File: src/pkg/pwm_pkg.sv
// Constants and types shared by the 16-bit PWM timer
// Function
// - Fast PWM counts up from BOTTOM to TOP, then restarts at BOTTOM.
// - Fast PWM TOP is fixed 0x00FF/0x01FF/0x03FF, capture-top or compare A.
// - Fast non-inverting sets output on match, clears at TOP; inverting opposite.
// - Output mode two is non-inverted PWM, three is inverted PWM.
// - Fast PWM raises the overflow flag each time the counter reaches TOP.
// - Fast PWM compare A or capture flag rises with overflow when that register is TOP.
// - Capture-top is unbuffered; written below count, counter wraps through 0xFFFF.
// - Fast PWM compare A is buffered and loaded when the counter matches TOP.
// - Fixed TOP modes zero compare bits above the resolution on every write.
// - TOP stays at or above every compare value, else no match occurs.
// - Fast compare zero gives narrow pulse; compare equal TOP gives constant level.
// - Fast PWM output mode one toggles channel A on match, buffering kept.
// - Waveform reaches the pin only with direction output and route enable set.
// - Phase-correct counts up BOTTOM to TOP, then down to BOTTOM.
// - Phase-correct TOP is fixed, capture-top or compare A; held one cycle.
// - Phase non-inverting clears on up-match, sets on down-match; inverting opposite.
// - Phase-correct raises the overflow flag each time the counter reaches BOTTOM.
// - Phase-correct loads compare buffers at TOP, with compare A or capture flag.
// - Phase compare BOTTOM gives constant low, TOP constant high, non-inverted.
// - Each compare flag rises whenever the counter matches that compare value.
// - Output mode zero leaves the output state unchanged at matches.
// - Output compare state of each channel clears on reset.
// - Counter, flags and PWM buffer loads advance only on timer clock enable; non-PWM modes load the buffers every clock.
package pwm_pkg;
   // -------------------------------------------------
   // Register offsets
   // -------------------------------------------------
   localparam logic [7:0] CTRL_OFS = 8'h00;
   localparam logic [7:0] CMP_A_OFS = 8'h04;
   localparam logic [7:0] CMP_B_OFS = 8'h08;
   localparam logic [7:0] CAP_TOP_OFS = 8'h0C;
   localparam logic [7:0] COUNT_OFS = 8'h10;
   localparam logic [7:0] FLAGS_OFS = 8'h14;
   // -------------------------------------------------
   // Field positions
   // -------------------------------------------------
   localparam int MODE_LSB = 0;
   localparam int OUT_A_LSB = 4;
   localparam int OUT_B_LSB = 6;
   localparam int ROUTE_A_BIT = 8;
   localparam int ROUTE_B_BIT = 9;
   localparam int DIR_A_BIT = 10;
   localparam int DIR_B_BIT = 11;
   localparam int CTRL_W = 12;
   localparam int OVF_BIT = 0;
   localparam int MATCH_A_BIT = 1;
   localparam int MATCH_B_BIT = 2;
   localparam int CAPT_BIT = 3;
   // -------------------------------------------------
   // Reset values and count limits
   // -------------------------------------------------
   localparam logic [11:0] CTRL_RST = 12'h000;
   localparam logic [15:0] VAL_RST = 16'h0000;
   localparam logic [3:0] FLAGS_RST = 4'h0;
   localparam logic [15:0] BOTTOM = 16'h0000;
   localparam logic [15:0] MAX = 16'hFFFF;
   localparam logic [15:0] TOP_8BIT = 16'h00FF;
   localparam logic [15:0] TOP_9BIT = 16'h01FF;
   localparam logic [15:0] TOP_10BIT = 16'h03FF;
   // -------------------------------------------------
   // Waveform mode codes and output modes
   // -------------------------------------------------
   localparam logic [3:0] PC_8BIT = 4'h1;
   localparam logic [3:0] PC_9BIT = 4'h2;
   localparam logic [3:0] PC_10BIT = 4'h3;
   localparam logic [3:0] FAST_8BIT = 4'h5;
   localparam logic [3:0] FAST_9BIT = 4'h6;
   localparam logic [3:0] FAST_10BIT = 4'h7;
   localparam logic [3:0] PC_CAP_TOP = 4'hA;
   localparam logic [3:0] PC_CMP_TOP = 4'hB;
   localparam logic [3:0] FAST_CAP_TOP = 4'hE;
   localparam logic [3:0] FAST_CMP_TOP = 4'hF;
   typedef enum logic [1:0] {OUT_NONE, OUT_TOGGLE, OUT_NONINV, OUT_INV} out_mode_t;
   localparam logic [1:0] RESP_OKAY = 2'h0;
   localparam logic [1:0] RESP_SLVERR = 2'h2;
endpackage : pwm_pkg

File: src/pkg/timer_link_if.sv
// Counter state shared from the timer core to the compare channels
`timescale 1ns/100ps
interface timer_link_if;
   logic tick;
   logic [15:0] count;
   logic top_hit;
   logic dir_up;
   logic fast;
   logic phase;
   modport timer (output tick, count, top_hit, dir_up, fast, phase);
   modport chan (input tick, count, top_hit, dir_up, fast, phase);
endinterface : timer_link_if

File: src/hw/pwm_chan.sv
// One compare channel: match detection and output compare state
`timescale 1ns/100ps
module pwm_chan (
   // Clock and reset
   input wire logic clk,
   input wire logic reset_n,
   // Counter state
   timer_link_if.chan link,
   // Channel setup
   input wire logic [15:0] compare,
   input wire logic [1:0] out_mode,
   input wire logic toggle_ok,
   // Channel results
   output logic match,
   output logic oc
);
   logic oc_reg;
   logic oc_next;
   logic inv;

   assign oc = oc_reg;

   // -------------------------------------------------
   // Match and output action
   // -------------------------------------------------
   always_comb begin
      inv = (out_mode == pwm_pkg::OUT_INV);
      match = link.tick && (link.count == compare);
      oc_next = oc_reg;
      if (link.fast) begin
         if (out_mode[1]) begin
            // set at match, clear at TOP
            if (match) begin
               oc_next = ~inv;
            end else if (link.top_hit) begin
               oc_next = inv;
            end
         end else if (out_mode == pwm_pkg::OUT_TOGGLE && toggle_ok && match) begin
            oc_next = ~oc_reg;
         end
      end else if (link.phase && out_mode[1] && match) begin
         if (link.count == pwm_pkg::BOTTOM) begin
            oc_next = inv;
         end else if (link.top_hit) begin
            oc_next = ~inv;
         end else begin
            oc_next = link.dir_up ? inv : ~inv;
         end
      end
   end

   always_ff @(posedge clk or negedge reset_n) begin
      if (!reset_n) begin
         oc_reg <= 1'b0;
      end else begin
         oc_reg <= oc_next;
      end
   end
endmodule : pwm_chan

File: src/hw/timer16_pwm.sv
// Top of the 16-bit PWM timer with its AXI4-Lite register slave
//
// Implementation choices: the placing of the registers and register access over AXI4-Lite.
`timescale 1ns/100ps
module timer16_pwm #(
   parameter int ADDR_W = 8
) (
   // Clock and reset
   input wire logic REF_CLK,
   input wire logic RESET_N,
   // Prescaled timer clock enable
   input wire logic TIMER_TICK,
   // AXI4-Lite write address
   input wire logic S_AXI_AWVALID,
   output logic S_AXI_AWREADY,
   input wire logic [ADDR_W-1:0] S_AXI_AWADDR,
   input wire logic [2:0] S_AXI_AWPROT,
   // AXI4-Lite write data
   input wire logic S_AXI_WVALID,
   output logic S_AXI_WREADY,
   input wire logic [31:0] S_AXI_WDATA,
   input wire logic [3:0] S_AXI_WSTRB,
   // AXI4-Lite write response
   output logic S_AXI_BVALID,
   input wire logic S_AXI_BREADY,
   output logic [1:0] S_AXI_BRESP,
   // AXI4-Lite read address
   input wire logic S_AXI_ARVALID,
   output logic S_AXI_ARREADY,
   input wire logic [ADDR_W-1:0] S_AXI_ARADDR,
   input wire logic [2:0] S_AXI_ARPROT,
   // AXI4-Lite read data
   output logic S_AXI_RVALID,
   input wire logic S_AXI_RREADY,
   output logic [31:0] S_AXI_RDATA,
   output logic [1:0] S_AXI_RRESP,
   // Port pin drivers
   output logic WAVE_OUT_A,
   output logic WAVE_OUT_A_OE,
   output logic WAVE_OUT_B,
   output logic WAVE_OUT_B_OE
);
   timer_link_if link ();

   // -------------------------------------------------
   // Declarations
   // -------------------------------------------------
   logic [11:0] ctrl_reg, ctrl_next;
   logic [15:0] cmp_a_buf_reg, cmp_a_buf_next;
   logic [15:0] cmp_b_buf_reg, cmp_b_buf_next;
   logic [15:0] cmp_a_reg, cmp_a_next;
   logic [15:0] cmp_b_reg, cmp_b_next;
   logic [15:0] cap_top_reg, cap_top_next;
   logic [15:0] count_reg, count_next;
   logic dir_up_reg, dir_up_next;
   logic [3:0] flags_reg, flags_next;
   logic [3:0] flag_set;
   logic aw_have_reg, aw_have_next;
   logic w_have_reg, w_have_next;
   logic [ADDR_W-1:0] aw_addr_reg, aw_addr_next;
   logic [31:0] w_data_reg, w_data_next;
   logic [3:0] w_strb_reg, w_strb_next;
   logic bvalid_reg, bvalid_next;
   logic [1:0] bresp_reg, bresp_next;
   logic rvalid_reg, rvalid_next;
   logic [31:0] rdata_reg, rdata_next;
   logic [1:0] rresp_reg, rresp_next;
   logic [3:0] pins_reg, pins_next;
   logic [3:0] mode;
   logic [1:0] out_a, out_b;
   logic fast, phase, fixed_top;
   logic [15:0] top_val, fixed_mask;
   logic at_top, at_bottom, load;
   logic do_write, do_read;
   logic [31:0] wr_val;
   logic [15:0] wr_cmp;
   logic match_a, match_b, oc_a, oc_b;

   assign mode = ctrl_reg[pwm_pkg::MODE_LSB +: 4];
   assign out_a = ctrl_reg[pwm_pkg::OUT_A_LSB +: 2];
   assign out_b = ctrl_reg[pwm_pkg::OUT_B_LSB +: 2];

   // -------------------------------------------------
   // Mode decode and TOP selection
   // -------------------------------------------------
   always_comb begin
      fast = 1'b0;
      phase = 1'b0;
      fixed_top = 1'b1;
      top_val = pwm_pkg::MAX;
      unique case (mode)
         pwm_pkg::PC_8BIT, pwm_pkg::FAST_8BIT: top_val = pwm_pkg::TOP_8BIT;
         pwm_pkg::PC_9BIT, pwm_pkg::FAST_9BIT: top_val = pwm_pkg::TOP_9BIT;
         pwm_pkg::PC_10BIT, pwm_pkg::FAST_10BIT: top_val = pwm_pkg::TOP_10BIT;
         pwm_pkg::PC_CAP_TOP, pwm_pkg::FAST_CAP_TOP: begin
            top_val = cap_top_reg;
            fixed_top = 1'b0;
         end
         pwm_pkg::PC_CMP_TOP, pwm_pkg::FAST_CMP_TOP: begin
            top_val = cmp_a_reg;
            fixed_top = 1'b0;
         end
         default: fixed_top = 1'b0;
      endcase
      unique case (mode)
         pwm_pkg::FAST_8BIT, pwm_pkg::FAST_9BIT, pwm_pkg::FAST_10BIT,
         pwm_pkg::FAST_CAP_TOP, pwm_pkg::FAST_CMP_TOP: fast = 1'b1;
         pwm_pkg::PC_8BIT, pwm_pkg::PC_9BIT, pwm_pkg::PC_10BIT,
         pwm_pkg::PC_CAP_TOP, pwm_pkg::PC_CMP_TOP: phase = 1'b1;
         default: fast = 1'b0;
      endcase
      fixed_mask = fixed_top ? top_val : pwm_pkg::MAX;
   end

   assign at_top = (count_reg == top_val);
   assign at_bottom = (count_reg == pwm_pkg::BOTTOM);
   assign load = TIMER_TICK && at_top && (fast || phase);

   assign link.tick = TIMER_TICK;
   assign link.count = count_reg;
   assign link.top_hit = TIMER_TICK && at_top;
   assign link.dir_up = dir_up_reg;
   assign link.fast = fast;
   assign link.phase = phase;

   // -------------------------------------------------
   // Counter
   // -------------------------------------------------
   always_comb begin
      count_next = count_reg;
      dir_up_next = phase ? dir_up_reg : 1'b1;
      if (TIMER_TICK) begin
         if (fast) begin
            count_next = at_top ? pwm_pkg::BOTTOM : count_reg + 16'h0001;
         end else if (phase) begin
            // dual slope, TOP held one cycle
            if (dir_up_reg) begin
               if (at_top && !at_bottom) begin
                  count_next = count_reg - 16'h0001;
                  dir_up_next = 1'b0;
               end else begin
                  count_next = count_reg + 16'h0001;
               end
            end else if (at_bottom) begin
               count_next = count_reg + 16'h0001;
               dir_up_next = 1'b1;
            end else begin
               count_next = count_reg - 16'h0001;
            end
         end else begin
            count_next = count_reg + 16'h0001;
         end
      end
   end

   always_ff @(posedge REF_CLK or negedge RESET_N) begin
      if (!RESET_N) begin
         count_reg <= pwm_pkg::VAL_RST;
         dir_up_reg <= 1'b1;
      end else begin
         count_reg <= count_next;
         dir_up_reg <= dir_up_next;
      end
   end

   // -------------------------------------------------
   // Compare channels
   // -------------------------------------------------
   pwm_chan chan_a (
      .clk(REF_CLK),
      .reset_n(RESET_N),
      .link(link),
      .compare(cmp_a_reg),
      .out_mode(out_a),
      .toggle_ok(1'b1),
      .match(match_a),
      .oc(oc_a)
   );

   pwm_chan chan_b (
      .clk(REF_CLK),
      .reset_n(RESET_N),
      .link(link),
      .compare(cmp_b_reg),
      .out_mode(out_b),
      .toggle_ok(1'b0),
      .match(match_b),
      .oc(oc_b)
   );

   // -------------------------------------------------
   // Bus handshake
   // -------------------------------------------------
   assign do_write = aw_have_reg && w_have_reg && !bvalid_reg;
   assign do_read = S_AXI_ARVALID && !rvalid_reg;

   always_comb begin
      aw_have_next = aw_have_reg;
      aw_addr_next = aw_addr_reg;
      w_have_next = w_have_reg;
      w_data_next = w_data_reg;
      w_strb_next = w_strb_reg;
      bvalid_next = bvalid_reg;
      bresp_next = bresp_reg;
      if (S_AXI_AWVALID && !aw_have_reg) begin
         aw_have_next = 1'b1;
         aw_addr_next = S_AXI_AWADDR;
      end
      if (S_AXI_WVALID && !w_have_reg) begin
         w_have_next = 1'b1;
         w_data_next = S_AXI_WDATA;
         w_strb_next = S_AXI_WSTRB;
      end
      if (bvalid_reg && S_AXI_BREADY) begin
         bvalid_next = 1'b0;
      end
      if (do_write) begin
         aw_have_next = 1'b0;
         w_have_next = 1'b0;
         bvalid_next = 1'b1;
         bresp_next = pwm_pkg::RESP_OKAY;
         if (aw_addr_reg[1:0] != 2'h0 || aw_addr_reg > ADDR_W'(pwm_pkg::FLAGS_OFS)) begin
            bresp_next = pwm_pkg::RESP_SLVERR;
         end
      end
   end

   always_ff @(posedge REF_CLK or negedge RESET_N) begin
      if (!RESET_N) begin
         aw_have_reg <= 1'b0;
         aw_addr_reg <= '0;
         w_have_reg <= 1'b0;
         w_data_reg <= 32'h00000000;
         w_strb_reg <= 4'h0;
         bvalid_reg <= 1'b0;
         bresp_reg <= pwm_pkg::RESP_OKAY;
      end else begin
         aw_have_reg <= aw_have_next;
         aw_addr_reg <= aw_addr_next;
         w_have_reg <= w_have_next;
         w_data_reg <= w_data_next;
         w_strb_reg <= w_strb_next;
         bvalid_reg <= bvalid_next;
         bresp_reg <= bresp_next;
      end
   end

   // -------------------------------------------------
   // Register writes, buffers and flags
   // -------------------------------------------------
   always_comb begin
      ctrl_next = ctrl_reg;
      cmp_a_buf_next = cmp_a_buf_reg;
      cmp_b_buf_next = cmp_b_buf_reg;
      cap_top_next = cap_top_reg;
      cmp_a_next = cmp_a_reg;
      cmp_b_next = cmp_b_reg;
      flag_set = 4'h0;
      wr_val = 32'h00000000;
      for (int i = 0; i < 4; i++) begin
         wr_val[8*i +: 8] = w_strb_reg[i] ? w_data_reg[8*i +: 8] : 8'h00;
      end
      wr_cmp = wr_val[15:0] & fixed_mask;
      if (do_write) begin
         unique case (aw_addr_reg)
            ADDR_W'(pwm_pkg::CTRL_OFS): ctrl_next = wr_val[pwm_pkg::CTRL_W-1:0];
            ADDR_W'(pwm_pkg::CMP_A_OFS): cmp_a_buf_next = wr_cmp;
            ADDR_W'(pwm_pkg::CMP_B_OFS): cmp_b_buf_next = wr_cmp;
            ADDR_W'(pwm_pkg::CAP_TOP_OFS): cap_top_next = wr_val[15:0];
            default: ctrl_next = ctrl_reg;
         endcase
      end
      if (load) begin
         cmp_a_next = cmp_a_buf_reg;
         cmp_b_next = cmp_b_buf_reg;
      end else if (!fast && !phase) begin
         cmp_a_next = cmp_a_buf_reg;
         cmp_b_next = cmp_b_buf_reg;
      end
      if (TIMER_TICK) begin
         if (fast) begin
            flag_set[pwm_pkg::OVF_BIT] = at_top;
         end else if (phase) begin
            flag_set[pwm_pkg::OVF_BIT] = at_bottom && !dir_up_reg;
         end else begin
            flag_set[pwm_pkg::OVF_BIT] = (count_reg == pwm_pkg::MAX);
         end
      end
      flag_set[pwm_pkg::MATCH_A_BIT] = match_a;
      flag_set[pwm_pkg::MATCH_B_BIT] = match_b;
      // capture flag when it is TOP
      flag_set[pwm_pkg::CAPT_BIT] = load && (mode == pwm_pkg::FAST_CAP_TOP || mode == pwm_pkg::PC_CAP_TOP);
      // Write one clears, a set in the same cycle wins
      flags_next = flags_reg;
      if (do_write && aw_addr_reg == ADDR_W'(pwm_pkg::FLAGS_OFS)) begin
         flags_next = flags_reg & ~wr_val[3:0];
      end
      flags_next = flags_next | flag_set;
   end

   // values and flags reset to zero
   always_ff @(posedge REF_CLK or negedge RESET_N) begin
      if (!RESET_N) begin
         ctrl_reg <= pwm_pkg::CTRL_RST;
         cmp_a_buf_reg <= pwm_pkg::VAL_RST;
         cmp_b_buf_reg <= pwm_pkg::VAL_RST;
         cmp_a_reg <= pwm_pkg::VAL_RST;
         cmp_b_reg <= pwm_pkg::VAL_RST;
         cap_top_reg <= pwm_pkg::VAL_RST;
         flags_reg <= pwm_pkg::FLAGS_RST;
      end else begin
         ctrl_reg <= ctrl_next;
         cmp_a_buf_reg <= cmp_a_buf_next;
         cmp_b_buf_reg <= cmp_b_buf_next;
         cmp_a_reg <= cmp_a_next;
         cmp_b_reg <= cmp_b_next;
         cap_top_reg <= cap_top_next;
         flags_reg <= flags_next;
      end
   end

   // -------------------------------------------------
   // Register reads
   // -------------------------------------------------
   always_comb begin
      rvalid_next = rvalid_reg;
      rdata_next = rdata_reg;
      rresp_next = rresp_reg;
      if (rvalid_reg && S_AXI_RREADY) begin
         rvalid_next = 1'b0;
      end
      if (do_read) begin
         rvalid_next = 1'b1;
         rresp_next = pwm_pkg::RESP_OKAY;
         rdata_next = 32'h00000000;
         unique case (S_AXI_ARADDR)
            ADDR_W'(pwm_pkg::CTRL_OFS): rdata_next[pwm_pkg::CTRL_W-1:0] = ctrl_reg;
            ADDR_W'(pwm_pkg::CMP_A_OFS): rdata_next[15:0] = cmp_a_buf_reg;
            ADDR_W'(pwm_pkg::CMP_B_OFS): rdata_next[15:0] = cmp_b_buf_reg;
            ADDR_W'(pwm_pkg::CAP_TOP_OFS): rdata_next[15:0] = cap_top_reg;
            ADDR_W'(pwm_pkg::COUNT_OFS): rdata_next[15:0] = count_reg;
            ADDR_W'(pwm_pkg::FLAGS_OFS): rdata_next[3:0] = flags_reg;
            default: rresp_next = pwm_pkg::RESP_SLVERR;
         endcase
      end
   end

   always_ff @(posedge REF_CLK or negedge RESET_N) begin
      if (!RESET_N) begin
         rvalid_reg <= 1'b0;
         rdata_reg <= 32'h00000000;
         rresp_reg <= pwm_pkg::RESP_OKAY;
      end else begin
         rvalid_reg <= rvalid_next;
         rdata_reg <= rdata_next;
         rresp_reg <= rresp_next;
      end
   end

   // -------------------------------------------------
   // Pin drive
   // -------------------------------------------------
   always_comb begin
      // visible only with direction and route set
      pins_next[0] = ctrl_reg[pwm_pkg::ROUTE_A_BIT] && oc_a;
      pins_next[1] = ctrl_reg[pwm_pkg::DIR_A_BIT] && ctrl_reg[pwm_pkg::ROUTE_A_BIT] && (out_a != 2'h0);
      pins_next[2] = ctrl_reg[pwm_pkg::ROUTE_B_BIT] && oc_b;
      pins_next[3] = ctrl_reg[pwm_pkg::DIR_B_BIT] && ctrl_reg[pwm_pkg::ROUTE_B_BIT] && (out_b != 2'h0);
   end

   always_ff @(posedge REF_CLK or negedge RESET_N) begin
      if (!RESET_N) begin
         pins_reg <= 4'h0;
      end else begin
         pins_reg <= pins_next;
      end
   end

   assign WAVE_OUT_A = pins_reg[0];
   assign WAVE_OUT_A_OE = pins_reg[1];
   assign WAVE_OUT_B = pins_reg[2];
   assign WAVE_OUT_B_OE = pins_reg[3];
   assign S_AXI_AWREADY = !aw_have_reg;
   assign S_AXI_WREADY = !w_have_reg;
   assign S_AXI_BVALID = bvalid_reg;
   assign S_AXI_BRESP = bresp_reg;
   assign S_AXI_ARREADY = !rvalid_reg;
   assign S_AXI_RVALID = rvalid_reg;
   assign S_AXI_RDATA = rdata_reg;
   assign S_AXI_RRESP = rresp_reg;
endmodule : timer16_pwm

File: config.mk
export PLATFORM = sky130hd
export DESIGN_NAME = timer16_pwm
export DESIGN_NICKNAME = d
export VERILOG_FILES = /design/src/pkg/pwm_pkg.sv /design/src/pkg/timer_link_if.sv /design/src/hw/pwm_chan.sv /design/src/hw/timer16_pwm.sv
export SDC_FILE = /design/constraint.sdc
export NUM_CORES = 1
export LEC_CHECK = 0
export BUFFER_PORTS_ARGS = -buffer_cell sky130_fd_sc_hd__buf_2
export CAP_MARGIN = 20
export CELL_PAD_IN_SITES_DETAIL_PLACEMENT = 0
export CELL_PAD_IN_SITES_GLOBAL_PLACEMENT = 1
export CORE_UTILIZATION = 49
export DETAILED_ROUTE_END_ITERATION = 8
export PLACE_DENSITY_LB_ADDON = 0.1
export REMOVE_ABC_BUFFERS = 1
export SYNTH_ARGS = -nofsm -noshare
export SYNTH_HDL_FRONTEND = slang
export SYNTH_SLANG_ARGS = --single-unit
File: constraint.sdc
create_clock -name REF_CLK -period 5.99 [get_ports REF_CLK]
set_input_delay 0.2995 -clock REF_CLK [delete_from_list [all_inputs] [get_ports REF_CLK]]
set_output_delay 0.2995 -clock REF_CLK [all_outputs]
set_load 0.02 [all_outputs]
# Yosys cells after proc, flatten, opt, wreduce, memory -nomap -nowiden
# Index checks and enable logic that the tools add are counted.
op_classes:
  add_sub_neg: 2
  mul: 0
  div_mod_pow: 0
  order_cmp: 1
  n_eq_ne: 30
  shifts: 0
  mux: 58
  n_bitwise: 7
  n_reduce_logical: 66
op_table:
  columns: ["op", "count"]
  rows:
  - ["two-way mux 16 bit", 11]
  - ["case mux 16 bit (5 select lines)", 1]
  - ["equality test 16 bit", 3]
  - ["case mux 8 bit (5 select lines)", 1]
  - ["two-way mux 1 bit", 38]
  - ["equality test 8 x 4 -> 1 bit, second input constant", 4]
  - ["logical AND 1 bit", 27]
  - ["equality test 8 x 5 -> 1 bit, second input constant", 3]
  - ["case mux 4 bit (6 select lines)", 1]
  - ["nonzero test 2 bit", 10]
  - ["adder 16 x 1 -> 16 bit, second input constant", 1]
  - ["bitwise AND 16 bit", 1]
  - ["equality test 16 bit, second input constant", 1]
  - ["equality test 4 bit, second input constant", 4]
  - ["equality test 8 x 3 -> 1 bit, second input constant", 2]
  - ["zero test 16 bit", 1]
  - ["zero test 8 bit", 2]
  - ["two-way mux 8 bit", 2]
  - ["case mux 4 bit (4 select lines)", 1]
  - ["subtractor 16 x 1 -> 16 bit, second input constant", 1]
  - ["equality test 4 x 3 -> 1 bit, second input constant", 3]
  - ["OR reduction 6 bit", 2]
  - ["OR reduction 2 bit", 5]
  - ["OR reduction 5 bit", 2]
  - ["19 further kinds", 37]
totals:
  reg_bits: 169
  latchBits: 0
  mem_bits_rw: 0
  mem_bits_ro: 0
  inputBits: 66
  output_inout_bits: 45
  elab_cells: 186
  n_memories: 0

# Depth between registers and ports, before layout
# Gate-level depths: netlist of run 1.
logic_depth:
  ltp_word: 10
  mapped_depth: 11
  depth_no_buf: 9

# Modules after synthesis
# A second synthesis of run 1 with hierarchy kept.
hier_totals:
  hier_cells: 937
  hier_area_um2: 9033.7
by_module_without_submodules:
  columns: ["module", "n_inst", "cells_each", "area_per_inst_um2", "seq_area_each_um2"]
  rows:
  - ["timer16_pwm", 1, 843, 8318.0, 4130.2]
  - ["pwm_chan", 2, 47, 357.8, 25.0]

# Least setup slack after synthesis of run 1
# OpenSTA, ideal clock, no wires.
synth_path:
  kind: "register to register"
  start: "reg count_reg[8]"
  end: "reg count_reg[13]"
  setup_ps: 121
  t_arrival_ps: 2578
  required_time_ps: 5869
  setup_slack_ps: 3291
  stages_incl_launch_ff: 10
  path_buffers: 2
  synth_period_minus_slack_ps: 2699
  cell_sequence: "dfrtp_1 -> buf_6 -> or3_4 -> or3_4 -> or4_4 -> buf_6 -> nand2_4 -> nor2_1 -> a221o_1 -> a22o_1"
synth_via:
  elab_chain_cells: 7
  elab_cells_between_ends: 12
  cone_classes: "2 x add/sub; 1 x eq/ne; 6 x mux; 3 x reduce/logical"
synth_lines:
  columns: ["item", "line_no", "text"]
  rows:
  - ["from (decl)", "timer16_pwm.sv:54", "logic [15:0] count_reg, count_next;"]
  - ["from (signal assigned)", "timer16_pwm.sv:158", "count_reg <= pwm_pkg::VAL_RST;"]
  - ["from (signal assigned)", "timer16_pwm.sv:161", "count_reg <= count_next;"]
  - ["parallel branches: the longest is 6 deep, another holds subtractor 16 x 1 -> 16 bit", null, null]
  - ["two-way mux 16 bit *", "timer16_pwm.sv:133", "if (fast) begin"]
# Mark *: on every way between the ends.
# A chain may end at the register's enable or synchronous reset.

# Final worst setup path of run 1
layout_path:
  start: "reg ctrl_reg[1]"
  end: "reg count_reg[14]"
layout_via:
  elab_chain_cells: 9
  elab_cells_between_ends: 27
  cone_classes: "11 x eq/ne; 8 x mux; 8 x reduce/logical"
layout_lines:
  columns: ["item", "line_no", "text"]
  rows:
  - ["from (decl)", "timer16_pwm.sv:48", "logic [11:0] ctrl_reg, ctrl_next;"]
  - ["from (signal assigned)", "timer16_pwm.sv:304", "ctrl_reg <= pwm_pkg::CTRL_RST;"]
  - ["from (signal assigned)", "timer16_pwm.sv:312", "ctrl_reg <= ctrl_next;"]
  - ["equality test 4 bit, or another cell as far along", "timer16_pwm.sv:91, timer16_pwm.sv:105", null]
  - ["OR reduction 2 bit, on equally long branches", null, null]
  - ["case mux 16 bit (5 select lines)", "timer16_pwm.sv:91", "unique case (mode)"]
  - ["equality test 16 bit", "timer16_pwm.sv:115", "assign at_top = (count_reg == top_val);"]
  - ["logical AND 1 bit", "timer16_pwm.sv:138", "if (at_top && !at_bottom) begin"]
  - ["two-way mux 16 bit", "timer16_pwm.sv:138", null]
  - ["two-way mux 16 bit", "timer16_pwm.sv:137", "if (dir_up_reg) begin"]
  - ["two-way mux 16 bit", "timer16_pwm.sv:135", "end else if (phase) begin"]
  - ["two-way mux 16 bit *", "timer16_pwm.sv:133", null]
# Mark *: on every way between the ends. The rest lies on a longest branch, timed or not.

==> results.ini, run 1 <==
[place]
dpl_worst_slack_ns=2.05
io_buffer_count=68
dp_cells=1188
post-dp-hpwl_mm=17.9
gp_congestion=0.909
placed_area_um2=9570

[critical_path]
end_kind=register
critical_path_buf_inv_count=0
cp_top_family=simple AND/OR/NAND/NOR gates
path_max_fanout=25
cpMaxStageDelayCell=dfrtp_1
worstPathRequired_ns=6.32
worstPathCellList=and2_1 -> a21oi_1 -> nor4_1 -> and4bb_2 -> nand3_1 -> a21oi_2 -> o221ai_1 -> a22o_1
crit_type=register to register
cp-start-kind=register
arrival_ns=4.44
slowest_delay_ns=0.90

[final_layout]
final_cell_mix=dfrtp_1 (166), nand2_1 (131), o21ai_0 (93)
nNetsFinal=1050
layout-drive-gt1-share_pct=21.3
n_antenna_cell=0
utilization_pct=56.3
layoutNonFillerInstCount=1223
final_common_cell=dfrtp_1
syn2layout_area_growth_pct=11.5
design_area_um2=10300

[pwr]
p_comb_share_pct=24.4
ir_worst_vdd_mv=0.240
p_int_mw=2.32
power_leakage_nw=4.48
power.total_mw=3.62
power.density_nw_per_um2=353
swShare_pct=35.9
switchingPower_mw=1.30
clkPwrFrac_pct=31.7
share_seq_of_total_power_pct=43.9

[outcome]
status=finished, violations left
violations=design-rule violations

[synth]
synthCells=947
synth-seq-cells=167
ys.flop_type=dfrtp_1
synth-edff-count=0
synth_cell_types=83
synth_top_cell_area_share_pct=45.2
ys_top_cells_by_area=dfrtp_1 (45%), mux2_2 (8.9%), nand2_1 (5.3%)
ys_seq_area_share_pct=45.4
yosysWarnings=0
synth-async-reset-ratio_pct=100
syn_area_um2=9200
synth_top_area_cell=dfrtp_1
avgSynthCellArea_um2=9.71

[floorplanning]
io_pins=111
rows=49
die_width_um=139
start_util_pct=50.5
die_h_um=139
die-area_um2=19300
coreArea_um2=18200

[drt]
postRouteWirelength_mm=25.4
drtIter0Drc=553
drt-vias-per-instance=6.01
vias=7350
antenna_left=0
firstDrtPassIters=9
wl_per_cell_um=20.8
drc=3

[clocking]
postCtsSetupBuffers=0
cts_resized=0
clk_pin_slew_ns=0.08
cts_inserted_buffers=17
worstSkewPairLatency_ns=0.45
clockRootBuffer=clkbuf_16
clockBufferDepth=2
cts-htree-levels=4
cts_tree=built
clock-sinks=167

[global_route]
grt_pass1_wl_mm=40.5
grt_start_max_net_pins=72
grt-ovfl-total=0
grt_pass1_vias=7062
antenna_found_initial=0
track_usage_pct=27.7

[timing]
worstMarginPinSlew_ns=0.913
fmax_mhz=243
layout_min_cycle_time_ns=4.11
slew_viol_final=0
slew_headroom_pct=39.1
final_hold_viol_count=0
fin_crit_sh_pct=68.6
setup_viol=0
fin_setup_tns_ns=0
fin_skew_ns=0.0124
rsz0062_at_grt=no
whs_ns=0.0223
worst_slack_ns=1.88

[min_path]
hp-class=primary input to register

[job]
cap_violations=0

[power by group through the flow]
stage,Combinational (mW),Sequential [mW],Clock (mW)
after floorplan,0.600,1.54,0
after global placement,0.859,1.61,0
after detailed placement,0.869,1.62,0
after CTS,0.874,1.60,1.17
after global routing,0.977,1.63,1.21
final,0.885,1.59,1.15
[cells in the mapped netlist, types with 16 or more instances]
cell	instances
a21oi_1	27
and3_1	16
buf_4	19
clkbuf_1	50
dfrtp_1	166
inv_1	16
mux2_2	73
nand2_1	131
nand3_1	23
nor2_1	38
o21ai_0	93
xnor2_1	26
xor2_1	23
[layout make-up]
cell class              count  area [um2]
well taps                 229         287
clock inverters            15         198
repair buffers             83         502
flip-flops and latches    167        4180
clock buffers              17         425
inverters                  18        67.6
multi-input cells         694        4600
fillers                  1630        7950
[metal layers]
metal,wire (um),GRT usage [%],vias to the layer above,part of all wire (%)
met5,0,0,-,0
li1,-,-,3469,-
met1,11600,38.7,3632,46
met4,434,8.77,0,1.7
met3,1210,3.73,32,4.8
met2,12200,44.8,217,48
[cells by family after synthesis]
logic type                 count (synthesis)  share of synthesized area (%)
DFF                                      167                           45.4
and+or+nand+nor                          289                           15.6
other                                      1                         0.0408
AOI/OAI and AO/OA                        248                           17.7
buffers and inverters                    103                           5.37
xor gates and xnor gates                  49                           4.66
adders and majority gates                  3                          0.408
muxes                                     87                           10.7
[repair_timing]
action / in CTS / in global routing
hold buffers: 1 / 0
setup endpoints to repair: 0 / 0
hold endpoints to repair: 68 / 0
[final timing paths]
check,endpoint,from,slack [ns],cells after the start
min,S_AXI_BVALID$_DFFE_PN0P_,S_AXI_BREADY,0.02,2
max,count_reg[14]$_DFFE_PN0P_,ctrl_reg[1]$_DFFE_PN0P_,1.88,8
max reg2reg,count_reg[14]$_DFFE_PN0P_,ctrl_reg[1]$_DFFE_PN0P_,1.88,8
min in group asynchronous,count_reg[5]$_DFFE_PN0P_,RESET_N,0.44,2
min reg2reg,S_AXI_RDATA[1]$_DFFE_PN0P_,S_AXI_RDATA[1]$_DFFE_PN0P_,0.47,2
max in group asynchronous,cmp_b_reg[8]$_DFFE_PN0P_,RESET_N,4.42,3
Note: power is estimated with default switching activity, not from simulation.
==> inputs of run 2 (changes only) <==
CORE_UTILIZATION = 41   (was 49)
clock period = 3.4 ns   (was 5.99 ns; I/O delays follow)
==> results.ini, run 2 (synthesis results as in run 1) <==
[floorplanning]
io_pins=111  ; unchanged
rows=54  ; +10%
start_util_pct=42.0  ; -8.5 points
coreArea_um2=21900  ; +20%
die_h_um=152  ; +9.2%
die_width_um=152  ; +9.2%
die-area_um2=23000  ; +19%

[critical_path]
worstPathRequired_ns=3.73  ; -2.59 ns
cpMaxStageDelayCell=and2_1
worstPathCellList=and2_1 -> a21oi_1 -> nor4_1 -> and4bb_2 -> nand3_1 -> buf_4 -> o22ai_1 -> o32ai_1 -> a22o_1
critical_path_buf_inv_count=1  ; +1
end_kind=register
path_max_fanout=17  ; -32%
slowest_delay_ns=0.52  ; -0.38 ns
cp_top_family=simple AND/OR/NAND/NOR gates
crit_type=register to register
arrival_ns=3.49  ; -0.95 ns
cp-start-kind=register

[drt]
postRouteWirelength_mm=27.7  ; +9.0%
antenna_left=0  ; unchanged
wl_per_cell_um=20.8  ; +0.26%
drtIter0Drc=436  ; -21%
firstDrtPassIters=5  ; -4
drc=0  ; -3
drt-vias-per-instance=5.62  ; -6.4%
vias=7480  ; +1.8%

[clocking]
clk_pin_slew_ns=0.07  ; about the same
postCtsSetupBuffers=0  ; unchanged
cts-htree-levels=4  ; unchanged
worstSkewPairLatency_ns=0.44  ; about the same
clockBufferDepth=2  ; unchanged
cts_inserted_buffers=17  ; unchanged
clock-sinks=167  ; unchanged
cts_tree=built
cts_resized=0  ; unchanged
hold_buffers=31  ; +30
clockRootBuffer=clkbuf_16

[outcome]
status=complete, no violations

[timing]
layout_min_cycle_time_ns=3.16  ; -0.945 ns
whs_ns=0.163  ; +0.141 ns
slew_headroom_pct=48.2  ; +9.1 points
worstMarginPinSlew_ns=0.773  ; -0.140 ns
fin_skew_ns=0.0131  ; +0.000640 ns
fmax_mhz=316  ; +30%
rsz0062_at_grt=no
setup_viol=0  ; unchanged
final_hold_viol_count=0  ; unchanged
slew_viol_final=0  ; unchanged
fin_crit_sh_pct=93.0  ; +24 points
worst_slack_ns=0.237  ; -1.64 ns
fin_setup_tns_ns=0  ; unchanged

[place]
io_buffer_count=68  ; unchanged
gp_congestion=0.915  ; +0.67%
post-dp-hpwl_mm=19.7  ; +10%
dpl_worst_slack_ns=0.278  ; -1.77 ns

[global_route]
track_usage_pct=25.4  ; -2.3 points
grt_pass1_vias=7320  ; +3.7%
antenna_found_initial=0  ; unchanged
grt_pass1_wl_mm=43.3  ; +7.0%
grt_start_max_net_pins=71  ; -1.4%
grt-ovfl-total=0  ; unchanged

[pwr]
swShare_pct=36.4  ; +0.57 points
clkPwrFrac_pct=30.1  ; -1.6 points
power.density_nw_per_um2=594  ; +68%
power_leakage_nw=4.72  ; +5.2%
p_int_mw=4.07  ; +75%
power.total_mw=6.40  ; +77%
switchingPower_mw=2.33  ; +80%
p_comb_share_pct=26.6  ; +2.2 points
share_seq_of_total_power_pct=43.3  ; -0.6 points
ir_worst_vdd_mv=0.390  ; +63%

[job]
cap_violations=0  ; unchanged

[final_layout]
nNetsFinal=1107  ; +5.4%
n_antenna_cell=0  ; unchanged
final_common_cell=dfrtp_1
layout-drive-gt1-share_pct=22.7  ; +1.3 points
utilization_pct=49.2  ; -7.1 points
final_cell_mix=dfrtp_1 (166), nand2_1 (131), o21ai_0 (93)
syn2layout_area_growth_pct=17.2

[min_path]
hp-class=primary input to register

[run 2: changes by cell type in the layout (fill, tap and decap cells not counted)]
cell | before | now
clkinv_8 | 5 | 3
clkinv_4 | 0 | 3
buf_12 | 0 | 3
buf_4 | 12 | 38
dlygate4sd3_1 | 1 | 31
inv_6 | 6 | 3
clkinvlp_4 | 0 | 1
buf_16 | 2 | 0
inv_8 | 3 | 4
bufinv_16 | 1 | 0
[run 2: power groups by stage]
stage          logic (mW)  registers, mW  clock network (mW)
6_report             1.70           2.77                1.93
3_3_place_gp         1.67           2.80                   0
2_1_floorplan        1.06           2.72                   0
3_5_place_dp         1.68           2.81                   0
5_1_grt              1.87           2.83                2.04
4_1_cts              1.71           2.77                1.96
[run 2: through the flow]
stage	std cells	instance area, um2
final	1330	10800
after CTS	1330	10800
after global routing	1330	10800
after global placement	1268	9890
after detailed placement	1268	9890
after floorplan	879	8840
[run 2: final timing paths]
path	startpoint	to	slack, ns	depth (start not counted)
max reg2reg	ctrl_reg[1]$_DFFE_PN0P_	count_reg[4]$_DFFE_PN0P_	0.24	9
max	ctrl_reg[1]$_DFFE_PN0P_	count_reg[4]$_DFFE_PN0P_	0.24	9
min	S_AXI_ARADDR[4]	S_AXI_RDATA[0]$_DFFE_PN0P_	0.16	4
max in group asynchronous	RESET_N	cmp_b_reg[15]$_DFFE_PN0P_	2.28	3
min in group asynchronous	RESET_N	cmp_b_reg[7]$_DFFE_PN0P_	0.34	2
min reg2reg	S_AXI_RDATA[1]$_DFFE_PN0P_	S_AXI_RDATA[1]$_DFFE_PN0P_	0.47	2
[run 2: layout make-up]
cell class                 count  area, um2
clock inverter                14        154
inverter                      18       67.6
timing repair buffer         140       1000
tap                          280        350
sequential                   167       4180
clock buffer                  17        425
fill                        2106      11100
multi-input combinational    694       4600
[run 2: layer usage]
| layer | vias to the layer above | GRT usage [%] | share of wire (%) |
|---|---|---|---|
| li1 | 3566 | - | - |
| met1 | 3718 | 35.3 | 47 |
| met3 | 22 | 3.71 | 3.6 |
| met4 | 0 | 5.50 | 1.1 |
| met2 | 174 | 42.0 | 48 |
| met5 | - | 0 | 0 |
[run 2: worst min-delay path, stage by stage]
cell and delay (ns):
buf_2 0.13, a21oi_1 0.12, o21ai_0 0.08, nand2_1 0.05
